[config.mk]
export PLATFORM = sky130hd
export DESIGN_NAME = cpa_poll_ctrl
export DESIGN_NICKNAME = d
export VERILOG_FILES = /design/src/hw/cpa_pkg.sv /design/src/hw/cpa_poll_ctrl.sv /design/src/hw/cpa_pulse_div.sv /design/src/hw/cpa_req_fifo.sv
export SDC_FILE = /design/constraint.sdc
export NUM_CORES = 1
export LEC_CHECK = 0
export BUFFER_PORTS_ARGS = -buffer_cell sky130_fd_sc_hd__buf_2
export CAP_MARGIN = 25
export CORE_MARGIN = 1
export CORE_UTILIZATION = 45
export CTS_CLUSTER_DIAMETER = 60
export DETAILED_ROUTE_END_ITERATION = 10
export GPL_ROUTABILITY_DRIVEN = 1
export PLACE_DENSITY_LB_ADDON = 0.3
export SLEW_MARGIN = 20
export SYNTH_ARGS = -nofsm -noshare
export SYNTH_HDL_FRONTEND = slang
export SYNTH_HIERARCHICAL = 1
export SYNTH_SLANG_ARGS = --single-unit
export TNS_END_PERCENT = 100
[constraint.sdc]
create_clock -name clk -period 3.8 [get_ports clk]
set_input_delay 0.57 -clock clk [delete_from_list [all_inputs] [get_ports clk]]
set_output_delay 0.57 -clock clk [all_outputs]
set_load 0.01 [all_outputs]
[src/hw/cpa_pkg.sv]
package cpa_pkg;
  // ==========================================================
  // timing
  localparam int XTAL_DIV = 6;
  localparam int GROUP_BITS = 104;
  localparam logic [6:0] TB_LAST = 7'h0067;
  localparam logic [6:0] TB_SYNC_BITS = 7'h0002;
  localparam logic [6:0] TB_ADDR_FIRST = 7'h0002;
  localparam logic [6:0] TB_ADDR_PAR = 7'h0012;
  localparam logic [4:0] POS_LAST = 5'h0010;
  localparam logic [4:0] POS_MSB = 5'h000F;
  // ==========================================================
  // poll sequencing
  localparam int POLL_BITS = 11;
  localparam int ADDR_BITS = 10;
  localparam int WORD_BITS = 16;
  localparam int TABLE_WORDS = 16;
  localparam int PARTNER_BIT = 4;
  localparam int PASS_BIT = 5;
  localparam logic [3:0] PTR_LAST = 4'h000F;
  localparam int FIFO_DEPTH = 40;
  // ==========================================================
  // field state counter, one-hot
  typedef enum logic [11:0] {
    FS_1 = 12'h0001, FS_2 = 12'h0002, FS_3 = 12'h0004,
    FS_4 = 12'h0008, FS_5 = 12'h0010, FS_6 = 12'h0020,
    FS_7 = 12'h0040, FS_8 = 12'h0080, FS_9 = 12'h0100,
    FS_10 = 12'h0200, FS_11 = 12'h0400, FS_12 = 12'h0800
  } cpa_state_type;
endpackage

[src/hw/cpa_poll_ctrl.sv]
// Summary of operation
// - crystal reference divided by six gives the bit-rate enable.
// - time base counts bit periods modulo 104, one time group.
// - time base count yields sync, data and parity slot enables.
// - field state counter of 12 states preset to 1 at sync.
// - first data slot of each field after the first, and each parity slot, advance the field state by one.
// - end of count 104 pulses the poll counter forward by one.
// - 11-stage poll counter: low bit picks poll type, upper ten address.
// - low-speed addresses ascend 0 to 1023, then wrap.
// - selected address loads a shift register, shifted out serially.
// - 16-word high-speed table is written by host DMA.
// - 32 high-speed polls per load; second pass flips address bit 4.
// - 4-bit table pointer completion, gated by pass flag, asks DMA reload.
// - table reload by DMA happens once every 64 polls.
// - 17th bit after 16 address bits gives odd parity.
// - bit 15 set in state 3 on low-speed poll captures the address.
// - requests answering a high-speed poll are ignored.
// - captured addresses queue in arrival order, 40 deep, 10 wide.
// - ready flag is high while the queue holds an address.
// - ready clears once the last queued address is removed.
// - each group starts with two sync bits, address, then parity.
`timescale 1ns/100ps
module cpa_poll_ctrl #(
  parameter int FIFO_D = cpa_pkg::FIFO_DEPTH
) (
  // clock and reset
  input wire logic clk,
  input wire logic rst,
  // crystal reference, sampled level
  input wire logic xtal_ref,
  // host control
  input wire logic tb_init,
  input wire logic dma_we,
  input wire logic [3:0] dma_addr,
  input wire logic [15:0] dma_data,
  output logic dma_req,
  input wire logic unload,
  output logic req_ready,
  output logic [9:0] req_addr,
  // timing status
  output logic bit_tick,
  output logic group_end,
  output logic [6:0] tb_count,
  output logic [11:0] field_state,
  output logic sync_slot,
  output logic data_slot,
  output logic par_slot,
  output logic poll_type_select,
  // downstream modulator
  output logic tx_data,
  output logic tx_gate,
  // upstream demodulated bits
  input wire logic rx_data
);
  // ==========================================================
  // bit-rate enable
  logic xtal_d_r;
  logic xtal_rise;
  logic bit_en;

  assign xtal_rise = xtal_ref && !xtal_d_r;

  always_ff @(posedge clk) begin
    if (rst) begin
      xtal_d_r <= 1'b0;
    end else begin
      xtal_d_r <= xtal_ref;
    end
  end

  cpa_pulse_div #(
    .N(cpa_pkg::XTAL_DIV)
  ) u_xdiv (
    .clk(clk),
    .rst(rst),
    .en_in(xtal_rise),
    .tick(bit_en)
  );

  // ==========================================================
  // time base and field state
  logic run_r;
  logic [6:0] cnt_r;
  logic [6:0] cnt_nxt;
  logic [4:0] pos_r;
  logic [4:0] pos_nxt;
  cpa_pkg::cpa_state_type fs_r;
  cpa_pkg::cpa_state_type fs_nxt;
  cpa_pkg::cpa_state_type fs_adv;
  logic step;
  logic end_grp;
  logic in_sync_nxt;
  logic adv_nxt;

  assign step = run_r && bit_en;
  assign end_grp = step && (cnt_r == cpa_pkg::TB_LAST);
  assign cnt_nxt = (cnt_r == cpa_pkg::TB_LAST) ? 7'h0000
                   : cnt_r + 7'h0001;
  assign in_sync_nxt = cnt_nxt < cpa_pkg::TB_SYNC_BITS;
  assign pos_nxt = (in_sync_nxt || cnt_nxt == cpa_pkg::TB_ADDR_FIRST
                    || pos_r == cpa_pkg::POS_LAST) ? 5'h0000
                   : pos_r + 5'h0001;
  // first data bit of every field but the poll field, or its parity bit
  assign adv_nxt = (pos_nxt == cpa_pkg::POS_LAST)
                   || (pos_nxt == 5'h0000 && fs_r != cpa_pkg::FS_1);

  always_comb begin
    case (fs_r)
      cpa_pkg::FS_1: fs_adv = cpa_pkg::FS_2;
      cpa_pkg::FS_2: fs_adv = cpa_pkg::FS_3;
      cpa_pkg::FS_3: fs_adv = cpa_pkg::FS_4;
      cpa_pkg::FS_4: fs_adv = cpa_pkg::FS_5;
      cpa_pkg::FS_5: fs_adv = cpa_pkg::FS_6;
      cpa_pkg::FS_6: fs_adv = cpa_pkg::FS_7;
      cpa_pkg::FS_7: fs_adv = cpa_pkg::FS_8;
      cpa_pkg::FS_8: fs_adv = cpa_pkg::FS_9;
      cpa_pkg::FS_9: fs_adv = cpa_pkg::FS_10;
      cpa_pkg::FS_10: fs_adv = cpa_pkg::FS_11;
      cpa_pkg::FS_11: fs_adv = cpa_pkg::FS_12;
      cpa_pkg::FS_12: fs_adv = cpa_pkg::FS_12;
      default: fs_adv = cpa_pkg::FS_1;
    endcase
  end

  always_comb begin
    if (in_sync_nxt) begin
      fs_nxt = cpa_pkg::FS_1;
    end else if (adv_nxt) begin
      fs_nxt = fs_adv;
    end else begin
      fs_nxt = fs_r;
    end
  end

  // counting waits for the host start so groups line up with software
  always_ff @(posedge clk) begin
    if (rst) begin
      run_r <= 1'b0;
      cnt_r <= 7'h0000;
      pos_r <= 5'h0000;
      fs_r <= cpa_pkg::FS_1;
    end else if (tb_init) begin
      run_r <= 1'b1;
      cnt_r <= 7'h0000;
      pos_r <= 5'h0000;
      fs_r <= cpa_pkg::FS_1;
    end else if (step) begin
      cnt_r <= cnt_nxt;
      pos_r <= pos_nxt;
      fs_r <= fs_nxt;
    end
  end

  logic in_sync;
  assign in_sync = cnt_r < cpa_pkg::TB_SYNC_BITS;
  assign sync_slot = run_r && in_sync;
  assign par_slot = run_r && !in_sync && pos_r == cpa_pkg::POS_LAST;
  assign data_slot = run_r && !in_sync && pos_r != cpa_pkg::POS_LAST;
  assign bit_tick = step;
  assign group_end = end_grp;
  assign tb_count = cnt_r;
  assign field_state = fs_r;

  // ==========================================================
  // poll counter and high-speed table
  logic [10:0] poll_r;
  logic [3:0] ptr_r;
  logic [15:0] tbl_r [cpa_pkg::TABLE_WORDS];
  logic [15:0] hs_word;
  logic [15:0] ls_word;
  logic [15:0] sel_word;
  logic is_hs;
  logic pass2;
  logic dma_req_r;

  assign is_hs = poll_r[0];
  assign pass2 = poll_r[cpa_pkg::PASS_BIT];
  assign ls_word = {6'h00, poll_r[10:1]};
  // partner differs in bit 4; the flip adds 16 only to table values with bit 4 clear
  assign hs_word = tbl_r[ptr_r]
                   ^ (16'(pass2) << cpa_pkg::PARTNER_BIT);
  assign sel_word = is_hs ? hs_word : ls_word;
  assign poll_type_select = is_hs;
  assign dma_req = dma_req_r;

  always_ff @(posedge clk) begin
    if (dma_we) begin
      tbl_r[dma_addr] <= dma_data;
    end
  end

  always_ff @(posedge clk) begin
    if (rst || tb_init) begin
      poll_r <= 11'h0000;
      ptr_r <= 4'h0000;
      dma_req_r <= 1'b0;
    end else begin
      dma_req_r <= end_grp && is_hs && pass2
                   && ptr_r == cpa_pkg::PTR_LAST;
      if (end_grp) begin
        poll_r <= poll_r + 11'h0001;
        if (is_hs) begin
          ptr_r <= ptr_r + 4'h0001;
        end
      end
    end
  end

  // ==========================================================
  // downstream serialiser with odd parity
  logic [15:0] sr_r;
  logic par_r;
  logic tx_r;
  logic gate_r;
  logic ld_now;
  logic sh_now;
  logic par_now;

  assign ld_now = cnt_nxt == cpa_pkg::TB_ADDR_FIRST;
  assign sh_now = cnt_nxt > cpa_pkg::TB_ADDR_FIRST
                  && cnt_nxt < cpa_pkg::TB_ADDR_PAR;
  assign par_now = cnt_nxt == cpa_pkg::TB_ADDR_PAR;
  assign tx_data = tx_r;
  assign tx_gate = gate_r;

  always_ff @(posedge clk) begin
    if (rst || tb_init) begin
      sr_r <= 16'h0000;
      par_r <= 1'b0;
      tx_r <= 1'b0;
      gate_r <= 1'b0;
    end else if (step) begin
      gate_r <= cnt_nxt <= cpa_pkg::TB_ADDR_PAR;
      if (in_sync_nxt) begin
        tx_r <= 1'b1;
      end else if (ld_now) begin
        tx_r <= sel_word[0];
        sr_r <= sel_word >> 1;
        par_r <= sel_word[0];
      end else if (sh_now) begin
        tx_r <= sr_r[0];
        sr_r <= sr_r >> 1;
        par_r <= par_r ^ sr_r[0];
      end else if (par_now) begin
        tx_r <= !par_r;
      end else begin
        tx_r <= 1'b0;
      end
    end
  end

  // ==========================================================
  // request for high-speed service
  logic [15:0] rq_sr_r;
  logic rq_push;

  // ignoring answers to high-speed polls keeps polls apart in time
  assign rq_push = step && fs_r == cpa_pkg::FS_3
                   && pos_r == cpa_pkg::POS_MSB && rx_data
                   && !is_hs;

  always_ff @(posedge clk) begin
    if (rst) begin
      rq_sr_r <= 16'h0000;
    end else if (step && fs_r == cpa_pkg::FS_1 && data_slot) begin
      rq_sr_r <= {rx_data, rq_sr_r[15:1]};
    end
  end

  cpa_req_fifo #(
    .W(cpa_pkg::ADDR_BITS),
    .D(FIFO_D)
  ) u_rq (
    .clk(clk),
    .rst(rst),
    .push(rq_push),
    .wdata(rq_sr_r[9:0]),
    .full(),
    .pop(unload),
    .rdata(req_addr),
    .not_empty(req_ready)
  );
endmodule // cpa_poll_ctrl

[src/hw/cpa_pulse_div.sv]
`timescale 1ns/100ps
module cpa_pulse_div #(
  parameter int N = 6
) (
  // clock and reset
  input wire logic clk,
  input wire logic rst,
  // pulses in and out
  input wire logic en_in,
  output logic tick
);
  localparam int CW = (N > 1) ? $clog2(N) : 1;
  localparam logic [CW-1:0] CNT_LAST = CW'(N - 1);

  logic [CW-1:0] cnt_r;
  logic wrap;

  assign wrap = en_in && (cnt_r == CNT_LAST);
  assign tick = wrap;

  always_ff @(posedge clk) begin
    if (rst) begin
      cnt_r <= '0;
    end else if (wrap) begin
      cnt_r <= '0;
    end else if (en_in) begin
      cnt_r <= cnt_r + CW'(1);
    end
  end
endmodule // cpa_pulse_div

[src/hw/cpa_req_fifo.sv]
`timescale 1ns/100ps
module cpa_req_fifo #(
  parameter int W = 10,
  parameter int D = 40
) (
  // clock and reset
  input wire logic clk,
  input wire logic rst,
  // write side
  input wire logic push,
  input wire logic [W-1:0] wdata,
  output logic full,
  // read side
  input wire logic pop,
  output logic [W-1:0] rdata,
  output logic not_empty
);
  localparam int PW = $clog2(D);
  localparam int CW = $clog2(D + 1);
  localparam logic [PW-1:0] PTR_LAST = PW'(D - 1);
  localparam logic [CW-1:0] CNT_FULL = CW'(D);

  logic [W-1:0] mem_r [D];
  logic [PW-1:0] wr_r;
  logic [PW-1:0] rd_r;
  logic [CW-1:0] cnt_r;
  logic do_push;
  logic do_pop;

  assign full = (cnt_r == CNT_FULL);
  assign not_empty = (cnt_r != '0);
  assign do_pop = pop && not_empty;
  // when full a new entry is dropped unless a pop frees a slot in the same cycle; stored ones stay intact
  assign do_push = push && (!full || do_pop);
  assign rdata = mem_r[rd_r];

  always_ff @(posedge clk) begin
    if (do_push) begin
      mem_r[wr_r] <= wdata;
    end
  end

  always_ff @(posedge clk) begin
    if (rst) begin
      wr_r <= '0;
      rd_r <= '0;
      cnt_r <= '0;
    end else begin
      if (do_push) begin
        wr_r <= (wr_r == PTR_LAST) ? '0 : wr_r + PW'(1);
      end
      if (do_pop) begin
        rd_r <= (rd_r == PTR_LAST) ? '0 : rd_r + PW'(1);
      end
      if (do_push && !do_pop) begin
        cnt_r <= cnt_r + CW'(1);
      end else if (do_pop && !do_push) begin
        cnt_r <= cnt_r - CW'(1);
      end
    end
  end
endmodule // cpa_req_fifo

== Word level (Yosys, flattened, before mapping) ==
Memories as Yosys holds them, arrays and structs flattened. A register that Yosys moved wholly into a read port is not among the register bits.
Cells that the tools add are included.

* Add/subtract/negate cells: 9
* Bitwise operators: 3
* Mux-type cells: 26
* Order comparisons: 5
* Eq/ne operators: 25
* Reductions and logical operators: 46

{| class="wikitable"
|+ Operators with widths
! operator !! count
|-
| 12-bit one-hot mux with 11 select lines || 1
|-
| 16-bit 2-to-1 mux || 3
|-
| 6-bit 2-to-1 mux || 6
|-
| 12-bit 2-to-1 mux || 2
|-
| 1-bit logical AND || 23
|-
| 6-bit by 1-bit adder with 6-bit output (second input constant) || 3
|-
| 6-bit == test (second input constant) || 3
|-
| 16-bit by 5-bit bitwise XOR with 16-bit output || 1
|-
| 7-bit by 2-bit less-than comparator with 1-bit output (second input constant) || 2
|-
| 12-bit by 1-bit == test with 1-bit output (second input constant) || 1
|-
| 12-bit by 10-bit == test with 1-bit output (second input constant) || 1
|-
| 12-bit by 11-bit == test with 1-bit output (second input constant) || 1
|-
| 12-bit == test (second input constant) || 1
|-
| 12-bit by 2-bit == test with 1-bit output (second input constant) || 1
|-
| 12-bit by 3-bit == test with 1-bit output (second input constant) || 1
|-
| 12-bit by 4-bit == test with 1-bit output (second input constant) || 1
|-
| 12-bit by 5-bit == test with 1-bit output (second input constant) || 1
|-
| 12-bit by 6-bit == test with 1-bit output (second input constant) || 1
|-
| 12-bit by 7-bit == test with 1-bit output (second input constant) || 1
|-
| 12-bit by 8-bit == test with 1-bit output (second input constant) || 1
|-
| 12-bit by 9-bit == test with 1-bit output (second input constant) || 1
|-
| 12-bit by 1-bit inequality test with 1-bit output (second input constant) || 1
|-
| 11-bit by 1-bit adder with 11-bit output (second input constant) || 1
|-
| 5-bit == test (second input constant) || 2
|-
| 29 further kinds || 54
|}

* Bits in writable memories: 656
* Word-level logic and storage cells: 133
* Output and inout port bits: 39
* Memories: 2
* Input bits: 27
* Register bits: 98

{| class="wikitable"
|+ Memories
! name !! words !! width !! rd ports !! clocked after memory_dff !! wr ports !! RTL line !! RTL
|-
| u_rq.mem_r || 40 || 10 || 1 || 1 || 1 || cpa_req_fifo.sv:23 || <nowiki>logic [W-1:0] mem_r [D];</nowiki>
|-
| tbl_r || 16 || 16 || 1 || 1 || 1 || cpa_poll_ctrl.sv:168 || <nowiki>logic [15:0] tbl_r [cpa_pkg::TABLE_WORDS];</nowiki>
|}

== Logic depth before layout (Yosys ltp) ==
* Depth after elaboration: 13
* Mapped depth: 19
* Mapped depth without buffers: 17

== By module ==
The synthesis kept the hierarchy.

{| class="wikitable"
|+ Modules (own cells, without submodules)
! module !! times used !! area each (µm²) !! sequential area each (µm²) !! cells an instance
|-
| cpa_req_fifo || 1 || 16622.2 || 12492.0 || 818
|-
| cpa_poll_ctrl || 1 || 13701.9 || 9288.9 || 919
|-
| cpa_pulse_div || 1 || 158.9 || 60.1 || 18
|}

== Least setup slack after synthesis ==
No wires, ideal clock.

* Kind: input to register
* Start point: in xtal_ref
* End point: reg u_rq.cnt_r[4]
* Path slack: -215 ps
* Cell stages on the path: 18
* Arrival: 3944 ps
* Cells stage by stage: nor2b_1 and3_2 nand2_1 inv_1 clkbuf_1 nand3_1 nor4_1 clkbuf_1 nand2_2 inv_1 ha_1 inv_1 ha_1 nor2b_1 o21a_1 o21ai_0 or3b_2 a21oi_1

* Word-level cells in the longest chain between the ends: 11
* Elaborated cells between the ends (all ways): 13
* Those cells by class: mux: 1; reduce/logical: 12

{| class="wikitable"
|+ Ends and longest elaborated chain
! what !! RTL line !! RTL
|-
| from (decl) || cpa_poll_ctrl.sv:30 || <nowiki>input wire logic xtal_ref,</nowiki>
|-
| 1-bit logical AND * || cpa_poll_ctrl.sv:61 || <nowiki>assign xtal_rise = xtal_ref && !xtal_d_r;</nowiki>
|-
| 1-bit logical AND * || cpa_pulse_div.sv:18 || <nowiki>assign wrap = en_in && (cnt_r == CNT_LAST);</nowiki>
|-
| net bit_en || cpa_poll_ctrl.sv:59 || <nowiki>logic bit_en;</nowiki>
|-
| 1-bit logical AND * || cpa_poll_ctrl.sv:95 || <nowiki>assign step = run_r && bit_en;</nowiki>
|-
| net bit_tick || cpa_poll_ctrl.sv:41 || <nowiki>output logic bit_tick,</nowiki>
|-
| 1-bit logical AND * || cpa_poll_ctrl.sv:258 || <nowiki>assign rq_push = step && fs_r == cpa_pkg::FS_3</nowiki>
|-
| 1-bit logical AND * (2 in a row) || cpa_poll_ctrl.sv:259 || <nowiki>&& pos_r == cpa_pkg::POS_MSB && rx_data</nowiki>
|-
| 1-bit logical AND * || cpa_poll_ctrl.sv:260 || <nowiki>&& !is_hs;</nowiki>
|-
| net rq_push || cpa_poll_ctrl.sv:255 || <nowiki>logic rq_push;</nowiki>
|-
| 1-bit logical AND * || cpa_req_fifo.sv:34 || <nowiki>assign do_push = push && (!full || do_pop);</nowiki>
|-
| net u_rq.do_push || cpa_req_fifo.sv:27 || <nowiki>logic do_push;</nowiki>
|-
| 1-bit logical NOT || cpa_req_fifo.sv:57 || <nowiki>end else if (do_pop && !do_push) begin</nowiki>
|-
| 1-bit logical AND || cpa_req_fifo.sv:57 ||
|-
| 2-bit nonzero test (no source line) || n/a ||
|-
| to (signal assigned) || cpa_req_fifo.sv:56 || <nowiki>cnt_r <= cnt_r + CW'(1);</nowiki>
|-
| to (signal assigned) || cpa_req_fifo.sv:58 || <nowiki>cnt_r <= cnt_r - CW'(1);</nowiki>
|-
| to (decl) || cpa_req_fifo.sv:26 || <nowiki>logic [CW-1:0] cnt_r;</nowiki>
|}

Mark *: on every way through the listed nets, which the timed path passes. The rest lies on a longest branch.
A chain may end at the register's enable or synchronous reset.

==> flow_metrics.py <==
metrics = {
    "clock_network": {
        "cts-buffers-inserted": 80,
        "clock_tree_from_tritoncts": "yes",
        "postCtsSetupBuffers": 0,
        "cts_root_buffer": "sky130_fd_sc_hd__clkbuf_16",
        "clock_path_buffers": 3,
        "cts.sink_count": 763,
        "clock_pin_slew_reported_for_the_worst_setup_and_hold_paths_after_clock_tree_synthesis_ns": 0.06,
        "holdBufCountCts": 0,
        "clock_insertion_delay_worst_skew_ns": 0.63,
        "htreeDepth": 3,
    },
    "timing": {
        "clock.fmax_mhz": 275,
        "setup_tns_ns": 0,
        "timing.clock.skew_ns": 0.0396,
        "slew_headroom": 0.476,
        "drv_slew": 0,
        "setup_slack_ns": 0.163,
        "timing.final.setup_violations": 0,
        "timing.final.crit_period_ns": 3.64,
        "hold_viol_final": 0,
        "rsz0062_at_grt": "no",
        "worstMarginPinSlew_ns": 0.785,
        "post-route-period-util": 0.957,
    },
    "critical_path": {
        "criticalPathCategory": "flop to output pin",
        "endpoint_kind": "output pin",
        "reg2reg_depth": 15,
        "timing.critical_path.arrival_ns": 3.07,
        "critPathMaxFanout": 34,
        "critPathRequiredTime_ns": 3.23,
        "timing.critical_path.from_type": "flop",
        "timing.rr.start": "field_state[1]",
    },
    "grt": {
        "met3_usage": 0.0380,
        "global_route.usage.met1": 0.250,
        "grt_pass1_wl_mm": 101,
        "overall_global_routing_usage": 0.195,
        "grt_start_max_net_pins": 43,
        "antenna_violations_before_repair": 4,
        "number_of_global_route_vias_before_repair": 16600,
        "use_met2": 0.334,
        "busiest_layer": "met2",
        "gr-total-overflow": 0,
    },
    "layout": {
        "final_cell_mix": "sky130_fd_sc_hd__edfxtp_1 (656), sky130_fd_sc_hd__mux4_2 (152), sky130_fd_sc_hd__nor2_1 (124)",
        "diodes": 0,
        "postLayoutCellArea_mm2": 0.0348,
        "layout.nets": 1942,
        "drive_above_1_share": 0.244,
        "layout_commonest_cell": "sky130_fd_sc_hd__edfxtp_1",
        "layout-area-overhead-vs-synth_pct": 14.1,
    },
    "worst_hold_path": {
        "holdCritStartpoint": "xtal_ref",
        "hold_class": "input pin to flop",
        "hold-path-cell-count": 2,
    },
    "run_status": {
        "outcome": "complete, no violations",
    },
    "detailed_routing": {
        "detail_route.wirelength_mm": 66.0,
        "post_drt_wl_per_cell_um": 23.3,
        "detail_route_antenna_nets": 0,
        "detail_route.vias_per_cell": 5.78,
        "detailedRoute.firstPassIterationCount": 5,
        "drc_violations": 0,
        "detail_route.iter0.violations": 1374,
        "routed-via-count": 16400,
    },
    "floorplan": {
        "pin_count": 66,
        "core-area_mm2": 0.0670,
        "design.die.area_mm2": 0.0688,
        "die_height_um": 262,
        "fp-row-count": 95,
        "effective_utilization_at_floorplan": 0.455,
        "die_x_um": 262,
    },
    "synthesis": {
        "syn_nets": 1799,
        "post_synth_inst_count": 1754,
        "synthesis.area_mm2": 0.0305,
        "synth_area_per_cell_um2": 17.4,
        "ys_warn_count": 6,
    },
    "power": {
        "power.ir.vdd_worst_mv": 0.382,
        "power_density_relative_to_cell_area_mw_per_mm2": 485,
        "standby_leakage_power_nw": 12.2,
    },
    "placed_design": {
        "dp_hpwl_mm": 41.4,
        "place.port_buffers": 65,
        "gpl.final_weighted_congestion": 0.854,
        "detailedPlace.worstSlack_ns": 0.150,
        "postPlaceCellArea_mm2": 0.0322,
    },
    "job": {
        "cap_viol_max_count": 0,
    },
}
through the flow:
| step | utilization | power [mW] | hold WS, ns | std cells |
|---|---|---|---|---|
| 6_report | 0.519 | 16.9 | 0.182 | 2830 |
| 5_1_grt | 0.519 | 17.3 | 0.160 | 2830 |
| 4_1_cts | 0.518 | 17.0 | 0.146 | 2830 |
| 3_5_place_dp | 0.480 | 9.41 | 0.445 | 2688 |
| 3_3_place_gp | 0.480 | 9.40 | 0.439 | 2688 |
| 2_1_floorplan | - | 9.32 | 0.432 | 1754 |
critical path, stage by stage, from the launching register on:
cell and delay [ns]:
sky130_fd_sc_hd__dfxtp_4 0.61, sky130_fd_sc_hd__buf_12 0.34, sky130_fd_sc_hd__mux4_1 0.59, sky130_fd_sc_hd__o22ai_1 0.36, sky130_fd_sc_hd__or4_1 0.24, sky130_fd_sc_hd__o21ai_1 0.08
sky130_fd_sc_hd__buf_2 0.18
metal layers:
| metal | part of all wire | up-vias |
|---|---|---|
| met2 | 0.51 | 494 |
| li1 | - | 7296 |
| met5 | 0.00020 | - |
| met1 | 0.40 | 8447 |
| met3 | 0.058 | 120 |
| met4 | 0.026 | 2 |
report_power, final:
group | leakage, nW | switching [mW] | internal [mW] | total [mW]
combinational | 3.06 | 0.106 | 0.0425 | 0.148
clock | 1.27 | 3.17 | 4.47 | 7.64
sequential | 7.83 | 0.0145 | 9.07 | 9.08
total | 12.2 | 3.29 | 13.6 | 16.9
layout make-up:
cell class              instances  area [um^2]
well taps                     873         1090
repair buffers                157         1090
clock inverters                33          420
multi-input cells             872         8050
inverters                      23         86.3
flip-flops and latches        763        21900
fillers                      5388        32300
clock buffers                 109         2170
flip-flops by register name, summed over array words and instances (netlist names), 7 cells and up, named ones only:
| name | count |
|---|---|
| poll_r | 11 |
| sr_r | 15 |
| tb_count | 7 |
| u_rq/mem_r | 400 |
| rq_sr_r | 16 |
| field_state | 12 |
| tbl_r | 256 |
final timing paths:
path / to / slack [ns]
max: req_addr[5] / 0.16
min: xtal_d_r / 0.18
max reg2reg: u_rq/cnt_r[4] / 0.34
min reg2reg: sr_r[6] / 0.45
what timing repair did:
action / 4_1_cts / 5_1_grt
setup endpoints to repair: 0 / 1
endpoints found under the hold margin: 0 / 0
gates resized for setup: 0 / 2
Power figures use the tool's default switching activity.
